### src/include/dbs_pkg.sv
// Shared constants and types for the dynamic bus sizing block
package dbs_pkg;
  localparam int DATA_W = 32;
  localparam int BE_W = 4;
  localparam int ADDR_W = 30;
  localparam logic [3:0] BE_IDLE_N = 4'hF;
  localparam logic [3:0] HALF_LOW = 4'h3;
  localparam logic [3:0] HALF_HIGH = 4'hC;
  localparam logic [31:0] DATA_ZERO = 32'h0000_0000;

  typedef enum logic [1:0] {
    DBS_W32,
    DBS_W16,
    DBS_W8
  } dbs_width_t;

  typedef enum logic [1:0] {
    DBS_IDLE,
    DBS_ADDR,
    DBS_WAIT
  } dbs_state_t;
endpackage

### src/design/dbs_lane_table.sv
// Next byte-enable and read-capture lane table for narrow bus cycles
`timescale 1ns/1ps
module dbs_lane_table (
  input wire dbs_pkg::dbs_width_t width,
  input wire logic [3:0] cur_be_n,
  output logic [3:0] next_be_n,
  output logic more,
  output logic [3:0] capture_mask
);

  // ----------------------------------------
  // Lowest active lane, one-hot
  // ----------------------------------------
  function automatic logic [3:0] lowest_lane(input logic [3:0] act);
    lowest_lane = act & (~act + 4'h1);
  endfunction

  logic [3:0] act;
  logic [3:0] low;
  logic lo_any;
  logic hi_any;

  always_comb begin
    act = ~cur_be_n;
    low = lowest_lane(act);
    lo_any = |act[1:0];
    hi_any = |act[3:2];
    next_be_n = cur_be_n;
    more = 1'b0;
    capture_mask = act;
    unique case (width)
      dbs_pkg::DBS_W8: begin
        // Drop the byte just moved; a lone byte ends the request
        more = (act & ~low) != 4'h0;
        next_be_n = cur_be_n | low;
        capture_mask = low;
      end
      dbs_pkg::DBS_W16: begin
        // Only a request straddling both halves needs a second cycle
        more = lo_any && hi_any;
        next_be_n = cur_be_n | dbs_pkg::HALF_LOW;
        capture_mask = lo_any ? (act & dbs_pkg::HALF_LOW) : (act & dbs_pkg::HALF_HIGH);
      end
      dbs_pkg::DBS_W32: begin
        more = 1'b0;
        next_be_n = cur_be_n;
        capture_mask = act;
      end
      default: begin
        more = 1'b0;
        next_be_n = cur_be_n;
        capture_mask = act;
      end
    endcase
  end
endmodule

### src/design/dbs_sizer.sv
// Bus cycle sequencer that splits requests for 32, 16 and 8 bit devices
//
// Overview of operation
// - Width sampled anew on every bus cycle
// - Sixteen-bit width splits dword into two cycles
// - Eight-bit width splits dword into four cycles
// - Extra cycles change enables only, address steady
// - Eight-bit next-enable table, single bytes finish
// - Sixteen-bit next-enable table, listed patterns finish
// - No extra cycle once bytes are covered
// - Capture lowest byte, lowest half, or all
// - Write data only on enabled lanes
// - Request enables pass through unchecked; a_no_gap flags gaps between lanes
`timescale 1ns/1ps
module dbs_sizer (
  input wire logic clk,
  input wire logic rst,
  input wire logic req_valid,
  output logic req_ready,
  input wire logic req_write,
  input wire logic [29:0] req_word_address,
  input wire logic [3:0] req_byte_enables_n,
  input wire logic [31:0] req_wdata,
  output logic resp_valid,
  output logic [31:0] resp_rdata,
  output logic bus_start,
  output logic bus_write,
  output logic [29:0] word_address,
  output logic [3:0] byte_lane_enables_n,
  output logic [31:0] data_lanes_out,
  output logic data_lanes_oe,
  input wire logic [31:0] data_lanes_in,
  input wire logic bus_ready_n,
  input wire logic width16_request_n,
  input wire logic width8_request_n
);

  // ----------------------------------------
  // Decoding helpers
  // ----------------------------------------
  function automatic logic [31:0] lane_mask(input logic [3:0] m);
    lane_mask = {{8{m[3]}}, {8{m[2]}}, {8{m[1]}}, {8{m[0]}}};
  endfunction

  function automatic dbs_pkg::dbs_width_t decode_width(input logic w16_n, input logic w8_n);
    if (!w8_n) begin
      decode_width = dbs_pkg::DBS_W8;
    end else if (!w16_n) begin
      decode_width = dbs_pkg::DBS_W16;
    end else begin
      decode_width = dbs_pkg::DBS_W32;
    end
  endfunction

  function automatic logic no_gap(input logic [3:0] be_n);
    logic [3:0] a;
    a = ~be_n;
    no_gap = !(a == 4'h5 || a == 4'h9 || a == 4'hA || a == 4'hB || a == 4'hD);
  endfunction

  // ----------------------------------------
  // State
  // ----------------------------------------
  dbs_pkg::dbs_state_t state_r, state_nxt;
  logic [29:0] addr_r, addr_nxt;
  logic [3:0] be_r, be_nxt;
  logic write_r, write_nxt;
  logic [31:0] wdata_r, wdata_nxt;
  logic [31:0] rdata_r, rdata_nxt;
  logic resp_r, resp_nxt;
  logic start_r, start_nxt;
  logic [31:0] dout_r, dout_nxt;
  logic oe_r, oe_nxt;

  dbs_pkg::dbs_width_t width_now;
  logic [3:0] tbl_next_be_n;
  logic tbl_more;
  logic [3:0] tbl_capture;
  logic cycle_done;

  assign width_now = decode_width(width16_request_n, width8_request_n);
  assign cycle_done = (state_r == dbs_pkg::DBS_WAIT) && !bus_ready_n;

  dbs_lane_table u_table (
    .width(width_now),
    .cur_be_n(be_r),
    .next_be_n(tbl_next_be_n),
    .more(tbl_more),
    .capture_mask(tbl_capture)
  );

  // ----------------------------------------
  // Sequencer
  // ----------------------------------------
  always_comb begin
    state_nxt = state_r;
    addr_nxt = addr_r;
    be_nxt = be_r;
    write_nxt = write_r;
    wdata_nxt = wdata_r;
    rdata_nxt = rdata_r;
    resp_nxt = 1'b0;
    start_nxt = 1'b0;
    dout_nxt = dout_r;
    oe_nxt = oe_r;
    unique case (state_r)
      dbs_pkg::DBS_IDLE: begin
        if (req_valid) begin
          state_nxt = dbs_pkg::DBS_ADDR;
          addr_nxt = req_word_address;
          be_nxt = req_byte_enables_n;
          write_nxt = req_write;
          wdata_nxt = req_wdata;
          rdata_nxt = dbs_pkg::DATA_ZERO;
          start_nxt = 1'b1;
          // Disabled lanes carry zero, never a copy of the data
          dout_nxt = req_wdata & lane_mask(~req_byte_enables_n);
          oe_nxt = req_write;
        end
      end
      dbs_pkg::DBS_ADDR: begin
        state_nxt = dbs_pkg::DBS_WAIT;
      end
      dbs_pkg::DBS_WAIT: begin
        if (!bus_ready_n) begin
          if (!write_r) begin
            rdata_nxt = (rdata_r & ~lane_mask(tbl_capture)) | (data_lanes_in & lane_mask(tbl_capture));
          end
          if (tbl_more) begin
            // Word address held; only the enables advance
            state_nxt = dbs_pkg::DBS_ADDR;
            be_nxt = tbl_next_be_n;
            start_nxt = 1'b1;
            dout_nxt = wdata_r & lane_mask(~tbl_next_be_n);
          end else begin
            state_nxt = dbs_pkg::DBS_IDLE;
            resp_nxt = 1'b1;
            oe_nxt = 1'b0;
            be_nxt = dbs_pkg::BE_IDLE_N;
            dout_nxt = dbs_pkg::DATA_ZERO;
          end
        end
      end
      default: begin
        state_nxt = dbs_pkg::DBS_IDLE;
      end
    endcase
  end

  always_ff @(posedge clk) begin
    if (rst) begin
      state_r <= dbs_pkg::DBS_IDLE;
      addr_r <= 30'h0000_0000;
      be_r <= dbs_pkg::BE_IDLE_N;
      write_r <= 1'b0;
      wdata_r <= dbs_pkg::DATA_ZERO;
      rdata_r <= dbs_pkg::DATA_ZERO;
      resp_r <= 1'b0;
      start_r <= 1'b0;
      dout_r <= dbs_pkg::DATA_ZERO;
      oe_r <= 1'b0;
    end else begin
      state_r <= state_nxt;
      addr_r <= addr_nxt;
      be_r <= be_nxt;
      write_r <= write_nxt;
      wdata_r <= wdata_nxt;
      rdata_r <= rdata_nxt;
      resp_r <= resp_nxt;
      start_r <= start_nxt;
      dout_r <= dout_nxt;
      oe_r <= oe_nxt;
    end
  end

  // ----------------------------------------
  // Outputs
  // ----------------------------------------
  assign req_ready = (state_r == dbs_pkg::DBS_IDLE);
  assign resp_valid = resp_r;
  assign resp_rdata = rdata_r;
  assign bus_start = start_r;
  assign bus_write = write_r;
  assign word_address = addr_r;
  assign byte_lane_enables_n = be_r;
  assign data_lanes_out = dout_r;
  assign data_lanes_oe = oe_r;
endmodule

### config.mk
export PLATFORM = sky130hd
export DESIGN_NAME = dbs_sizer
export DESIGN_NICKNAME = d
export VERILOG_FILES = /design/src/include/dbs_pkg.sv /design/src/design/dbs_lane_table.sv /design/src/design/dbs_sizer.sv
export SDC_FILE = /design/constraint.sdc
export NUM_CORES = 1
export LEC_CHECK = 0
export ABC_AREA = 1
export BUFFER_PORTS_ARGS = -buffer_cell sky130_fd_sc_hd__buf_2
export CELL_PAD_IN_SITES_DETAIL_PLACEMENT = 0
export CELL_PAD_IN_SITES_GLOBAL_PLACEMENT = 1
export CORE_ASPECT_RATIO = 1.25
export CORE_MARGIN = 1
export CORE_UTILIZATION = 36
export DETAILED_ROUTE_END_ITERATION = 6
export PLACE_DENSITY_LB_ADDON = 0.25
export RECOVER_POWER = 100
export SYNTH_ARGS = -nofsm -noshare
export SYNTH_HDL_FRONTEND = slang
export SYNTH_SLANG_ARGS = --single-unit
export TNS_END_PERCENT = 10
### constraint.sdc
create_clock -name clk -period 2.7 [get_ports clk]
set_clock_uncertainty 0.2 [all_clocks]
set_input_delay 0.405 -clock clk [delete_from_list [all_inputs] [get_ports clk]]
set_output_delay 0.405 -clock clk [all_outputs]
set_load 0.05 [all_outputs]
==> summary.md <==
| Metric | Value |
|---|---|
| Outcome | `finished, final reports clean` |
| Skew-Pair Late Insertion Delay | `400 ps` |
| RSZ-0062 raised after global routing | `false` |
| Cells after Synth | `656` |
| MaxCap Viol Count | `0` |
| Yosys top cell by area | `dfxtp_1` |
| Most used DFF post-synth | `dfxtp_1` |
| Slew Limit Fails | `0` |
| Max incr delay on CP | `380 ps` |
| Rel. slew slack | `0.1981` |
| Synth top area cells | `dfxtp_1 51%, nor2_1 13%, o21ai_0 11%, a21oi_1 6.7%, nand2_1 3.9%` |
| Most frequent cells in the layout | `180 x nor2_1, 128 x dfxtp_1, 106 x o21ai_0, 105 x clkbuf_1, 103 x buf_2` |
| Yosys cell types | `26` |
| Clock tree buffer depth | `2` |
| Sequential cell area fraction in the yosys report | `0.5117` |
| Die area | `approximately 0.014 mm²` |
| Pin slew with the least headroom to its limit | `1202 ps` |
| Area of the core | `0.01341 mm²` |
| DRC viols | `0` |
| Area of the multi-input gates | `0.002108 mm²` |
| Starting Density | `0.3735` |
| Wirelength, routed | `14,370 µm` |
| FP Rows | `47` |
| Synthesized cell area | `0.005007 mm²` |
| Vias | `~5,000` |
| Filler instances | `1,435` |
| Syn_area_per_cell | `~7.6 µm²` |
| WP data required | `2800 ps` |
| First-pass GRT wire length | `between 20,000 and 25,000 µm` |
| Worst hold path type | `input pin to flop` |
| Mapped Nets | `761` |
| CP cell instances | `inv_2 > nor2_4 > nand2_2 > nand2_1 > nand2_4 > nor2_8 > inv_1 > nor2_1 > nor2_1` |
| Routability congestion estimate | `0.7715` |
| Port buffer count | `207` |
| CTS sink cnt | `128` |
| H-tree depth | `4` |
| Initial antenna violation count | `1` |
| Critical path type | `flop to flop` |
| Ports | `208` |
| Initial DRC count | `between 200 and 300` |
| EDFF count, synth | `0` |
| Root buf cell | `clkbuf_16` |
| Most common cell on crit path | `nor2_1` |
| P&R area growth vs syn | `32.53%` |
| Most common cell after layout, fill and taps aside | `nor2_1` |
| Arrival time at the worst endpoint | `~2300 ps` |
| Lkg Pwr | `roughly 2.8 nW` |
| Largest net degree at the start of global routing | `48` |
| Die X-Extent | `107.5 µm` |
| Post_cts resized | `0` |
| Vias in the first global route | `roughly 4,500` |
| CTS tree | `built` |
| Crit. End Element | `flop` |
| FF/Latch Area | `roughly 0.0026 mm²` |
| WL/cell | `13.91 µm` |
| Die height | `133.9 µm` |
| DRT antenna net count | `0` |
| Final Critical Period | `2205 ps` |
| Post-synth ARST share | `0` |
| All-Layer GR Usage | `0.1990` |
| Clock-pin slew on the worst setup and hold paths | `~60 ps` |
| Fin. Hold Viols | `0` |
| CTS Hold Buffers Added | `0` |
| Final hold slack | `22.30 ps` |
| CTS Buf Count | `17` |
| Maximum VDD drop | `0.3886 mV` |
| Layout cells sized above 1 | `0.1800` |
| PD cells | `873.4 mW/mm²` |
| Vias per inst | `roughly 4.8` |
| DRT Pass-1 Iters | `5` |
| Post-synthesis register bit count | `128` |
| Period utilization | `0.8166` |
| Gr ovfl total | `0` |
| CP startpoint kind | `flop` |
| Syn. warnings | `0` |
| Postcts setup bufs | `0` |
| HPWL Detailed | `10,000 µm` |
| Finish-stage setup viols | `0` |
| Worst path slowest cell | `dfxtp_1` |
| Setup Total Neg Slack | `0 ps` |
| Fmax | `0.4536 GHz` |
| Synth top area share | `0.5117` |
| Nets | `954` |
| Crit path max fanout | `14` |
stage by stage:
step	instances	power [mW]	util	cell area [µm²]	setup WS, ps
final	1033	5.796	0.4950	6636	495.2
after CTS	1032	5.886	0.5059	6783	676.0
after global placement	1001	3.322	0.4566	6122	754.4
after floorplan	656	3.034	-	5007	799.4
after global routing	1032	6.055	0.4948	6634	229.9
after detailed placement	1001	3.341	0.4566	6122	686.6
final cells by class:
class | instances | share of cell area
Timing Repair Buffer | 216 | 0.1476
Inverter | 29 | 0.01640
Sequential cell | 128 | 0.3861
Clock buffer | 19 | 0.06825
Clock inverter | 12 | 0.03130
Antenna cell | 1 | 0.0003771
Tap cell | 171 | 0.03224
Multi-Input combinational cell | 457 | 0.3177
path summary, 6_finish.rpt:
check | startpoint | end | slack [ps] | depth (start not counted)
min reg2reg | data_lanes_oe | data_lanes_oe | 270 | 2
min | data_lanes_in[13] | resp_rdata[13] | 20 | 3
max | state_r[1] | resp_rdata[12] | 500 | 9
max reg2reg | state_r[1] | resp_rdata[12] | 500 | 9
worst max-delay path, delay by kind of cell (launching register included):
family        cells  cell delay, ps
simple gates      7            1280
flops             1             380
buf+inv           2             220
flip-flops by register name, summed over array words and instances (netlist names):
| signal | count |
|---|---|
| resp_valid | 1 |
| wdata_r | 24 |
| bus_write | 1 |
| data_lanes_oe | 1 |
| resp_rdata | 32 |
| data_lanes_out | 32 |
| bus_start | 1 |
| word_address | 30 |
| state_r | 2 |
| byte_lane_enables_n | 4 |
where the power goes:
| group | switching (mW) | internal (mW) |
|---|---|---|
| Clock | 0.848 | 1.69 |
| Sequential | 0.0877 | 2.05 |
| Combinational | 0.868 | 0.251 |
| Total | 1.80 | 3.99 |
synth_stat cells, types with 3 or more instances:
cell and number:
o21ai_0 106, buf_2 7, nor2_1 179, nor2_2 3, nand3_1 5, nand2_1 52, inv_1 24, a21oi_1 67
nor2_4 3, buf_4 11, clkbuf_1 22, nand4_1 24, inv_2 4, o21ai_1 4, o211ai_1 5, dfxtp_1 128
routing by layer:
layer | share of wire | global-route usage | vias to the layer above
li1 | - | - | 2558
met3 | 0.061 | 0.05102 | 26
met4 | 0.022 | 0.07458 | 0
met1 | 0.46 | 0.2573 | 2254
met2 | 0.46 | 0.3173 | 157
met5 | 0 | 0 | -
kinds of logic after synthesis:
| group | synth area share |
|---|---|
| and+or+nand+nor | 0.2374 |
| AOI/OAI and AO/OA | 0.1862 |
| DFF | 0.5117 |
| buffers and inverters | 0.06472 |
(Power assumes the default switching activity.)
